## config.mk

```make
export PLATFORM = sky130hd
export DESIGN_NAME = msp_port
export DESIGN_NICKNAME = d
export VERILOG_FILES = /design/src/logic/msp_pkg.sv /design/src/logic/msp_sync.sv /design/src/logic/msp_fifo.sv /design/src/logic/msp_port.sv
export SDC_FILE = /design/constraint.sdc
export NUM_CORES = 2
export LEC_CHECK = 0
export ABC_CLOCK_PERIOD_IN_PS = 6570
export CAP_MARGIN = 0
export CORE_MARGIN = 4
export CORE_UTILIZATION = 50
export DETAILED_ROUTE_END_ITERATION = 8
export DONT_BUFFER_PORTS = 1
export SLEW_MARGIN = 20
export SYNTH_ARGS = -nofsm -noshare
export SYNTH_HDL_FRONTEND = slang
export SYNTH_HIERARCHICAL = 1
export SYNTH_SLANG_ARGS = --single-unit
```

## constraint.sdc

```tcl
create_clock -name clk_sys -period 6.57 [get_ports clk_sys]
set_input_delay 1.314 -clock clk_sys [delete_from_list [all_inputs] [get_ports clk_sys]]
set_output_delay 1.314 -clock clk_sys [all_outputs]
set_load 0.01 [all_outputs]
```

## src/logic/msp_pkg.sv

```systemverilog
// constants and carrier types of the serial host port
`default_nettype none

package msp_pkg;

  localparam int unsigned BYTE_BITS   = 8;
  localparam int unsigned XFER_BYTES  = 128;
  localparam int unsigned CLASS_BYTES = XFER_BYTES / 2;
  localparam int unsigned TX_DEPTH    = 16;
  localparam int unsigned RC_FLAG_BIT = 7;
  localparam int unsigned PIN_SS      = 2;
  localparam int unsigned PIN_SCLK    = 1;
  localparam int unsigned PIN_MOSI    = 0;
  localparam int unsigned PIN_W       = 3;
  localparam logic [2:0]  BIT_FIRST   = 3'h0;
  localparam logic [2:0]  BIT_LAST    = 3'h7;
  localparam logic [7:0]  IDLE_FILL   = 8'h00;
  localparam logic [2:0]  PIN_RST     = 3'h4;

  // one received byte and whether it opened its frame
  typedef struct packed {
    logic                 first;
    logic [BYTE_BITS-1:0] data;
  } msp_rx_t;

  typedef enum logic {
    ST_IDLE,
    ST_ACTIVE
  } msp_state_t;

endpackage

`default_nettype wire

```

## src/logic/msp_sync.sv

```systemverilog
// two flip-flop synchroniser for pin levels
`default_nettype none

module msp_sync #(
  parameter int unsigned  W       = 1,
  parameter logic [W-1:0] RST_VAL = '0
) (
  input  wire logic         clk_sys, // system clock
  input  wire logic         rst_n,   // synchronous reset, low
  input  wire logic [W-1:0] d,       // asynchronous levels
  output logic      [W-1:0] sync_q   // synchronised levels
);

  logic [W-1:0] meta_q;
  logic [W-1:0] meta_d;
  logic [W-1:0] sync_d;

  always_comb
  begin
    meta_d = d;
    sync_d = meta_q;
  end

  always_ff @(posedge clk_sys)
  begin
    if (!rst_n)
    begin
      meta_q <= RST_VAL;
      sync_q <= RST_VAL;
    end
    else
    begin
      meta_q <= meta_d;
      sync_q <= sync_d;
    end
  end

endmodule

`default_nettype wire

```

## src/logic/msp_fifo.sv

```systemverilog
// flip-flop FIFO with registered head and valid/ready on both sides
`default_nettype none

module msp_fifo #(
  parameter int unsigned WIDTH = 8,
  parameter int unsigned DEPTH = 16
) (
  input  wire logic             clk_sys,   // system clock
  input  wire logic             rst_n,     // synchronous reset, low
  input  wire logic             in_valid,  // word offered
  input  wire logic [WIDTH-1:0] in_data,   // word in
  output logic                  in_ready,  // room for a word
  output logic                  out_valid, // head word present
  output logic      [WIDTH-1:0] out_data,  // head word
  input  wire logic             out_ready  // head word taken
);

  localparam int unsigned   PW       = (DEPTH > 1) ? $clog2(DEPTH) : 1;
  localparam int unsigned   CW       = $clog2(DEPTH + 1);
  localparam logic [CW-1:0] CNT_FULL = CW'(DEPTH);
  localparam logic [PW-1:0] PTR_LAST = PW'(DEPTH - 1);

  logic [WIDTH-1:0] mem_q [DEPTH];
  logic [WIDTH-1:0] mem_d [DEPTH];
  logic [PW-1:0]    wr_q, wr_d, rd_q, rd_d;
  logic [CW-1:0]    cnt_q, cnt_d;
  logic             in_ready_d, out_valid_d;
  logic [WIDTH-1:0] out_data_d;
  logic             push, load;

  function automatic logic [PW-1:0] ptr_inc(input logic [PW-1:0] p);
    return (p == PTR_LAST) ? '0 : p + 1'b1;
  endfunction

  always_comb
  begin
    mem_d       = mem_q;
    push        = in_valid && in_ready;
    load        = (!out_valid || out_ready) && (cnt_q != '0);
    wr_d        = wr_q;
    rd_d        = rd_q;
    out_valid_d = out_valid && !out_ready;
    out_data_d  = out_data;
    if (push)
    begin
      mem_d[wr_q] = in_data;
      wr_d        = ptr_inc(wr_q);
    end
    if (load)
    begin
      out_data_d  = mem_q[rd_q];
      out_valid_d = 1'b1;
      rd_d        = ptr_inc(rd_q);
    end
    cnt_d      = cnt_q + CW'(push) - CW'(load);
    in_ready_d = (cnt_d != CNT_FULL);
  end

  always_ff @(posedge clk_sys)
  begin
    mem_q <= mem_d;
    if (!rst_n)
    begin
      wr_q      <= '0;
      rd_q      <= '0;
      cnt_q     <= '0;
      in_ready  <= 1'b1;
      out_valid <= 1'b0;
      out_data  <= '0;
    end
    else
    begin
      wr_q      <= wr_d;
      rd_q      <= rd_d;
      cnt_q     <= cnt_d;
      in_ready  <= in_ready_d;
      out_valid <= out_valid_d;
      out_data  <= out_data_d;
    end
  end

  fifo_full_a: assert property (
    @(posedge clk_sys) disable iff (!rst_n)
    (cnt_q == CNT_FULL) |-> !in_ready)
    else $error("fifo offers room while full");

  head_hold_a: assert property (
    @(posedge clk_sys) disable iff (!rst_n)
    (out_valid && !out_ready) |=> (out_valid && $stable(out_data)))
    else $error("fifo head changed while stalled");

endmodule

`default_nettype wire

```

## src/logic/msp_port.sv

```systemverilog
// serial slave port: byte shifter, transfer buffers, sync outputs
// Notes on behaviour
// - act only while select is held low
// - reset low clears port and buffers
// - shift out on MISO, take MOSI
// - most significant bit first both ways
// - eight-bit units in both directions
// - 128-byte buffer queues several requests
// - pins synchronised into module clock domain
// - answer each request with process data
// - real-time and remote-call paths kept separate
// - sync outputs driven only with protocol active
`default_nettype none

module msp_port #(
  parameter int unsigned CLASS_DEPTH = msp_pkg::CLASS_BYTES,
  parameter int unsigned TX_DEPTH    = msp_pkg::TX_DEPTH
) (
  input  wire logic               clk_sys,         // system clock
  input  wire logic               rst_n,           // sync reset, low
  input  wire logic               spi_ss_n,        // target select pin
  input  wire logic               spi_sclk,        // serial clock pin
  input  wire logic               spi_mosi,        // data from master
  output logic                    spi_miso,        // data to master
  output logic                    spi_miso_oe,     // miso driven
  input  wire logic               spi_cpol,        // clock idle level
  input  wire logic               spi_cpha,        // sample on 2nd edge
  input  wire logic               tx_valid,        // answer byte offered
  input  wire logic [7:0]         tx_data,         // answer byte
  output logic                    tx_ready,        // answer byte taken
  output logic                    rt_valid,        // real-time byte
  output var msp_pkg::msp_rx_t    rt_req,          // real-time request
  input  wire logic               rt_ready,        // real-time taken
  output logic                    rc_valid,        // remote-call byte
  output var msp_pkg::msp_rx_t    rc_req,          // remote-call request
  input  wire logic               rc_ready,        // remote-call taken
  output logic                    rx_overrun_q,    // byte lost, pulse
  input  wire logic               dc_enable,       // dc protocol active
  input  wire logic               dc_sync_req_a,   // internal sync a
  input  wire logic               dc_sync_req_b,   // internal sync b
  output logic                    dc_sync_pulse_a, // sync output a
  output logic                    dc_sync_oe_a,    // sync a driven
  output logic                    dc_sync_pulse_b, // sync output b
  output logic                    dc_sync_oe_b     // sync b driven
);

  localparam int unsigned RXW = $bits(msp_pkg::msp_rx_t);

  logic [msp_pkg::PIN_W-1:0] pins_s;
  logic                      ssn_s, sclk_s, mosi_s;
  msp_pkg::msp_state_t       state_q, state_d;
  logic [2:0]                bit_cnt_q, bit_cnt_d;
  logic [7:0]                rx_sh_q, rx_sh_d;
  logic [7:0]                tx_sh_q, tx_sh_d;
  logic                      sclk_prev_q, sclk_prev_d;
  logic                      pend_q, pend_d;
  logic                      first_q, first_d;
  logic                      cls_q, cls_d;
  logic                      first_bit_q, first_bit_d;
  logic                      miso_oe_d, overrun_d;
  logic                      rise, fall, lead, trail;
  logic                      active, start, sample, shift;
  logic                      push, push_cls, load;
  logic [7:0]                rx_byte, tx_byte;
  msp_pkg::msp_rx_t          rx_word;
  logic                      rt_in_valid, rc_in_valid;
  logic                      rt_in_ready, rc_in_ready;
  logic                      tx_out_valid, tx_pop;
  logic [7:0]                tx_out_data;
  logic                      dc_a_d, dc_b_d, dc_oe_d;

  // pins cross into the module clock before any logic reads them
  msp_sync #(
    .W       (msp_pkg::PIN_W),
    .RST_VAL (msp_pkg::PIN_RST)
  ) u_pin_sync (
    .clk_sys (clk_sys),
    .rst_n   (rst_n),
    .d       ({spi_ss_n, spi_sclk, spi_mosi}),
    .sync_q  (pins_s)
  );

  assign ssn_s  = pins_s[msp_pkg::PIN_SS];
  assign sclk_s = pins_s[msp_pkg::PIN_SCLK];
  assign mosi_s = pins_s[msp_pkg::PIN_MOSI];

  // answer bytes queued by the process-data side
  msp_fifo #(
    .WIDTH     (msp_pkg::BYTE_BITS),
    .DEPTH     (TX_DEPTH)
  ) u_tx_fifo (
    .clk_sys   (clk_sys),
    .rst_n     (rst_n),
    .in_valid  (tx_valid),
    .in_data   (tx_data),
    .in_ready  (tx_ready),
    .out_valid (tx_out_valid),
    .out_data  (tx_out_data),
    .out_ready (tx_pop)
  );

  // two halves of the transfer buffer so neither class blocks the other
  msp_fifo #(
    .WIDTH     (RXW),
    .DEPTH     (CLASS_DEPTH)
  ) u_rt_buf (
    .clk_sys   (clk_sys),
    .rst_n     (rst_n),
    .in_valid  (rt_in_valid),
    .in_data   (rx_word),
    .in_ready  (rt_in_ready),
    .out_valid (rt_valid),
    .out_data  (rt_req),
    .out_ready (rt_ready)
  );

  msp_fifo #(
    .WIDTH     (RXW),
    .DEPTH     (CLASS_DEPTH)
  ) u_rc_buf (
    .clk_sys   (clk_sys),
    .rst_n     (rst_n),
    .in_valid  (rc_in_valid),
    .in_data   (rx_word),
    .in_ready  (rc_in_ready),
    .out_valid (rc_valid),
    .out_data  (rc_req),
    .out_ready (rc_ready)
  );

  // edge finder and shift engine
  always_comb
  begin
    sclk_prev_d = sclk_s;
    rise        = sclk_s && !sclk_prev_q;
    fall        = !sclk_s && sclk_prev_q;
    lead        = spi_cpol ? fall : rise;
    trail       = spi_cpol ? rise : fall;
    active      = (state_q == msp_pkg::ST_ACTIVE) && !ssn_s;
    start       = (state_q == msp_pkg::ST_IDLE) && !ssn_s;
    sample      = active && (spi_cpha ? trail : lead);
    shift       = active && (spi_cpha ? lead : trail);
    tx_byte     = tx_out_valid ? tx_out_data : msp_pkg::IDLE_FILL;
    rx_byte     = {rx_sh_q[6:0], mosi_s};

    state_d     = state_q;
    bit_cnt_d   = bit_cnt_q;
    rx_sh_d     = rx_sh_q;
    tx_sh_d     = tx_sh_q;
    pend_d      = pend_q;
    first_d     = first_q;
    cls_d       = cls_q;
    first_bit_d = first_bit_q;
    miso_oe_d   = spi_miso_oe;
    push        = 1'b0;
    load        = 1'b0;
    push_cls    = first_q ? rx_byte[msp_pkg::RC_FLAG_BIT] : cls_q;

    if (ssn_s)
    begin
      state_d   = msp_pkg::ST_IDLE;
      miso_oe_d = 1'b0;
    end
    else if (start)
    begin
      state_d   = msp_pkg::ST_ACTIVE;
      bit_cnt_d = msp_pkg::BIT_FIRST;
      pend_d    = 1'b0;
      first_d   = 1'b1;
      miso_oe_d = 1'b1;
      load      = 1'b1;
    end
    else if (sample)
    begin
      rx_sh_d   = rx_byte;
      bit_cnt_d = bit_cnt_q + 1'b1;
      pend_d    = 1'b1;
      if (bit_cnt_q == msp_pkg::BIT_FIRST)
        first_bit_d = mosi_s;
      if (bit_cnt_q == msp_pkg::BIT_LAST)
      begin
        push    = 1'b1;
        cls_d   = push_cls;
        first_d = 1'b0;
      end
    end
    else if (shift && pend_q)
    begin
      pend_d = 1'b0;
      if (bit_cnt_q == msp_pkg::BIT_FIRST)
        load = 1'b1;
      else
        tx_sh_d = {tx_sh_q[6:0], 1'b0};
    end

    if (load)
      tx_sh_d = tx_byte;
    tx_pop      = load && tx_out_valid;
    rx_word     = '{first: first_q, data: rx_byte};
    rt_in_valid = push && !push_cls;
    rc_in_valid = push && push_cls;
    overrun_d   = (rt_in_valid && !rt_in_ready)
               || (rc_in_valid && !rc_in_ready);
  end

  assign spi_miso = tx_sh_q[7];

  always_ff @(posedge clk_sys)
  begin
    if (!rst_n)
    begin
      state_q      <= msp_pkg::ST_IDLE;
      bit_cnt_q    <= msp_pkg::BIT_FIRST;
      rx_sh_q      <= '0;
      tx_sh_q      <= '0;
      sclk_prev_q  <= 1'b0;
      pend_q       <= 1'b0;
      first_q      <= 1'b1;
      cls_q        <= 1'b0;
      first_bit_q  <= 1'b0;
      spi_miso_oe  <= 1'b0;
      rx_overrun_q <= 1'b0;
    end
    else
    begin
      state_q      <= state_d;
      bit_cnt_q    <= bit_cnt_d;
      rx_sh_q      <= rx_sh_d;
      tx_sh_q      <= tx_sh_d;
      sclk_prev_q  <= sclk_prev_d;
      pend_q       <= pend_d;
      first_q      <= first_d;
      cls_q        <= cls_d;
      first_bit_q  <= first_bit_d;
      spi_miso_oe  <= miso_oe_d;
      rx_overrun_q <= overrun_d;
    end
  end

  // distributed-clock sync outputs, released when the protocol is off
  always_comb
  begin
    dc_oe_d = dc_enable;
    dc_a_d  = dc_enable && dc_sync_req_a;
    dc_b_d  = dc_enable && dc_sync_req_b;
  end

  always_ff @(posedge clk_sys)
  begin
    if (!rst_n)
    begin
      dc_sync_pulse_a <= 1'b0;
      dc_sync_pulse_b <= 1'b0;
      dc_sync_oe_a    <= 1'b0;
      dc_sync_oe_b    <= 1'b0;
    end
    else
    begin
      dc_sync_pulse_a <= dc_a_d;
      dc_sync_pulse_b <= dc_b_d;
      dc_sync_oe_a    <= dc_oe_d;
      dc_sync_oe_b    <= dc_oe_d;
    end
  end

  miso_off_a: assert property (
    @(posedge clk_sys) disable iff (!rst_n)
    ssn_s |=> !spi_miso_oe)
    else $error("miso driven while deselected");

  miso_on_a: assert property (
    @(posedge clk_sys) disable iff (!rst_n)
    start |=> (spi_miso_oe && spi_miso == $past(tx_byte[7])))
    else $error("miso not driven with first bit at selection");

  idle_quiet_a: assert property (
    @(posedge clk_sys) disable iff (!rst_n)
    (ssn_s || state_q == msp_pkg::ST_IDLE) |-> !(push || tx_pop && !start))
    else $error("activity while not selected");

  byte_len_a: assert property (
    @(posedge clk_sys) disable iff (!rst_n)
    push |-> (sample && bit_cnt_q == msp_pkg::BIT_LAST))
    else $error("byte pushed outside the eighth sample");

  msb_first_a: assert property (
    @(posedge clk_sys) disable iff (!rst_n)
    push |-> (rx_word.data[7] == first_bit_q && rx_word.data[0] == mosi_s))
    else $error("received byte not msb first");

  tx_load_a: assert property (
    @(posedge clk_sys) disable iff (!rst_n)
    (load && tx_out_valid) |=> (tx_sh_q == $past(tx_out_data)))
    else $error("answer byte not loaded into shifter");

  class_split_a: assert property (
    @(posedge clk_sys) disable iff (!rst_n)
    push |-> (rt_in_valid != rc_in_valid)
             && (rc_in_valid == push_cls))
    else $error("byte routed to wrong class");

  reset_clear_a: assert property (
    @(posedge clk_sys)
    !rst_n |=> (!spi_miso_oe && !rt_valid && !rc_valid
                && state_q == msp_pkg::ST_IDLE))
    else $error("reset did not clear the port");

  dc_gate_a: assert property (
    @(posedge clk_sys) disable iff (!rst_n)
    !dc_enable |=> (!dc_sync_oe_a && !dc_sync_oe_b
                    && !dc_sync_pulse_a && !dc_sync_pulse_b))
    else $error("sync output driven with protocol off");

endmodule

`default_nettype wire

```

==> results_tabular.tex <==
\begin{tabular}{lr}
\hline
Metric & Value \\
\hline
\multicolumn{2}{l}{\textbf{Timing}} \\
Max Clock Freq & 231 MHz \\
Tcrit/Tclk final & 66.0\% \\
Max-slew headroom at the worst pin & 21.1\% \\
Worst clock skew on the final layout & 0.0236 ns \\
Setup Total Neg Slack & 0 ns \\
Final count of hold timing violations & 0 \\
Number of setup violations in the final report & 0 \\
RSZ-0062 raised after global routing & false \\
Final count of pins violating max slew & 0 \\
Post-layout min period & 4.34 ns \\
Worst Max-Slew Pin Slew & 1.17 ns \\
\multicolumn{2}{l}{\textbf{Clock tree}} \\
Clock buffer count from CTS & 145 \\
TritonCTS sink count & 1396 \\
CTS Root Buffer Type & clkbuf\_16 \\
Post\_cts resized & 0 \\
CTS Buffer Depth & 3 \\
Clock latency on the worst-skew pair & 0.75 ns \\
Clock-pin slew reported for the worst setup and hold paths after clock tree synthesis & 0.06 ns \\
Clock tree from TritonCTS & yes \\
Post-CTS setup buffers & 0 \\
H-tree levels & 4 \\
Quantity of hold-fixing buffers added after cts & 0 \\
\multicolumn{2}{l}{\textbf{Worst setup path}} \\
Crit path launch type & primary input \\
Critical path start-end classification & in -> reg \\
Required time of the critical path & 6.93 ns \\
Critical Path Fanout Max & 13 \\
Crit path DAT & 4.70 ns \\
Capturing element type of the critical path & flop \\
\multicolumn{2}{l}{\textbf{Floorplanning}} \\
Effective utilization at floorplan & 50.5\% \\
Core area & 0.109 sq mm \\
Die boundary height & 340 um \\
Floorplan die width & 340 um \\
I/O pin count & 49 \\
Num rows & 121 \\
Die Footprint & 0.116 sq mm \\
\multicolumn{2}{l}{\textbf{Power}} \\
Leakage Power & 0.0191 uW \\
Max rail drop VDD & 213 uV \\
Pwr dens & 344 mW/mm\^{}2 \\
\multicolumn{2}{l}{\textbf{Finish}} \\
Total area of multi-input combinational cells & 0.0133 sq mm \\
Share of cells above drive strength 1 & 15.2\% \\
Leading cell type in the layout, fill and taps excluded & edfxtp\_1 \\
Commonest cells after routing, fill and taps aside & 1280 x edfxtp\_1, 308 x mux2i\_1, 176 x mux4\_2, 168 x nor2\_1, 162 x a22oi\_1 \\
Fill cell instance count of the final layout & 8147 \\
Final-stage net count & 3187 \\
Area added between synthesis and finish & 11.6\% \\
Sequential cell area & 0.0408 sq mm \\
Cell area after layout & 0.0615 sq mm \\
Non-filler cells in the finished layout & 4722 \\
Number of antenna cells inserted & 0 \\
\multicolumn{2}{l}{\textbf{GRT}} \\
Total global routing track utilization & 22.8\% \\
Number of global-route vias before repair & 28900 \\
Largest net degree at the start of global routing & 127 \\
Initial antenna violation count & 1 \\
Global-route wire length before repair & 195000 um \\
Remaining Overflow, GRT & 0 \\
\multicolumn{2}{l}{\textbf{Placed design}} \\
Post-detailed-placement half-perimeter wirelength & 80300 um \\
Port Buf Inserts & 0 \\
Instance area after placement & 0.0565 sq mm \\
Placer Congestion & 0.879 \\
Instance count after placement with tap cells included & 4456 \\
\multicolumn{2}{l}{\textbf{Detailed routing}} \\
Number of DRC markers after the initial detailed-route iteration & 2970 \\
Number of iterations in the first detailed-routing pass & 5 \\
Number of nets with antenna violations after routing & 0 \\
Sum of routed wire length over all layers & 131000 um \\
Via/cell ratio & 6.04 \\
Residual DRC & 0 \\
Avg WL per Cell & 27.8 um \\
Detailed-route via count & 28500 \\
\multicolumn{2}{l}{\textbf{Synth}} \\
Fraction of registers with async set/reset & 0\% \\
Number of storage elements in the synthesis netlist & 1396 \\
Post-synthesis net count & 3169 \\
Synthesized instance count & 3109 \\
Synth Warn \# & 6 \\
Sequential area share after synthesis & 73.9\% \\
Count of different cell masters after synthesis & 64 \\
Main synth FF type & edfxtp\_1 \\
Post-synth EDFFs & 1280 \\
Mapped Area & 0.0551 sq mm \\
Synthesized area divided by synthesized cell count & 17.7 sq um \\
\multicolumn{2}{l}{\textbf{Outcome}} \\
Status & finished clean \\
\multicolumn{2}{l}{\textbf{Min path}} \\
Min-Delay Path Class & reg -> reg \\
\multicolumn{2}{l}{\textbf{Run}} \\
Number of violations of the max-capacitance limit & 0 \\
\hline
\end{tabular}
cell families (layout without fill, tap and decap cells):
kind of cell | after synthesis | after routing | share of synthesized area (%)
adder cells (fa/ha/maj) | 39 | 39 | 0.926
AO/OA/AOI/OAI | 333 | 333 | 4.16
buffers and inverters | 212 | 349 | 1.99
multiplexers | 486 | 486 | 12.8
XOR/XNOR | 35 | 35 | 0.570
flip-flops | 1396 | 1396 | 73.9
AND/OR/NAND/NOR | 608 | 608 | 5.58
worst paths after layout:
| kind | from | end | slack (ns) | cells after the start |
|---|---|---|---|---|
| max reg2reg | rx_sh_q[6]$_SDFFE_PN0P_ | u_rc_buf/mem_q[14]$_DFFE_PP_ | 2.32 | 6 |
| min reg2reg | u_pin_sync/meta_q[2]$_SDFF_PN1_ | u_pin_sync/sync_q[2]$_SDFF_PN1_ | 0.41 | 1 |
| max | spi_cpol | u_rc_buf/mem_q[14]$_DFFE_PP_ | 2.23 | 9 |
| min | u_pin_sync/meta_q[2]$_SDFF_PN1_ | u_pin_sync/sync_q[2]$_SDFF_PN1_ | 0.41 | 1 |
metal layers:
metal	wire [um]	up-vias	global-route usage, %
li1	-	12400	-
met1	53800	14800	30.8
met2	65100	1173	37.9
met3	8700	231	4.25
met4	3540	0	6.79
met5	0	-	0
cells in the mapped netlist, types with 11 or more instances:
cell	count	area [sq um]
a21oi_1	101	505
a22oi_1	162	1220
and2_1	27	169
and3_1	13	81.3
buf_2	79	395
buf_4	13	97.6
buf_6	14	158
clkbuf_1	46	173
dfxtp_1	116	2320
edfxtp_1	1280	38400
ha_1	36	450
inv_1	40	150
mux2i_1	308	3080
mux4_2	176	3960
nand2_1	82	308
nand2b_1	17	106
nand3_1	120	601
nand3b_1	13	97.6
nand4_1	42	263
nor2_1	168	631
nor2b_1	86	538
nor3_1	17	85.1
o21ai_0	11	55.1
xor2_1	27	236
state kept, by name, summed over array words and instances (netlist names), 5 cells and up:
register,cells
u_tx_fifo/mem_q,128
u_rt_buf/cnt_q,7
u_rt_buf/out_data,9
u_rt_buf/wr_q,6
u_rc_buf/rd_q,6
u_rt_buf/mem_q,576
rx_sh_q,7
u_rc_buf/wr_q,6
u_rc_buf/out_data,9
u_tx_fifo/cnt_q,5
u_rc_buf/cnt_q,7
u_rt_buf/rd_q,6
u_tx_fifo/out_data,8
u_rc_buf/mem_q,576
tx_sh_q,8
per-stage QoR:
stage	util, %	setup slack [ns]	hold WS (ns)	power, uW
after detailed placement	51.7	1.50	0.397	12800
final	56.4	2.23	0.408	21200
after CTS	56.3	2.28	0.411	21300
after floorplan	-	1.96	0.386	12200
after global placement	51.7	1.64	0.408	12700
after global routing	56.4	2.07	0.445	22000
cell type report:
class                   instances  area share (%)
flip-flops and latches       1396            66.3
multi-input cells            1501            21.7
clock buffers                 177            6.38
well taps                    1476            3.00
clock inverters                89            1.83
repair buffers                 39           0.516
inverters                      44           0.268
worst max-delay path: stages:
cell and delay [ns]:
xnor2_2 0.32, mux2i_1 0.25, buf_4 0.21, nand3_1 0.15
nor2_1 0.29, nand2_1 0.19, nor2_1 0.48, nand3_1 0.65
nor2_1 0.83
report_power, final:
group          leakage, uW  switching (uW)  internal, uW
Clock              0.00247            3360          5180
Combinational      0.00364            1440          1060
Sequential          0.0130             367          9750
Power figures use the tool's default switching activity.
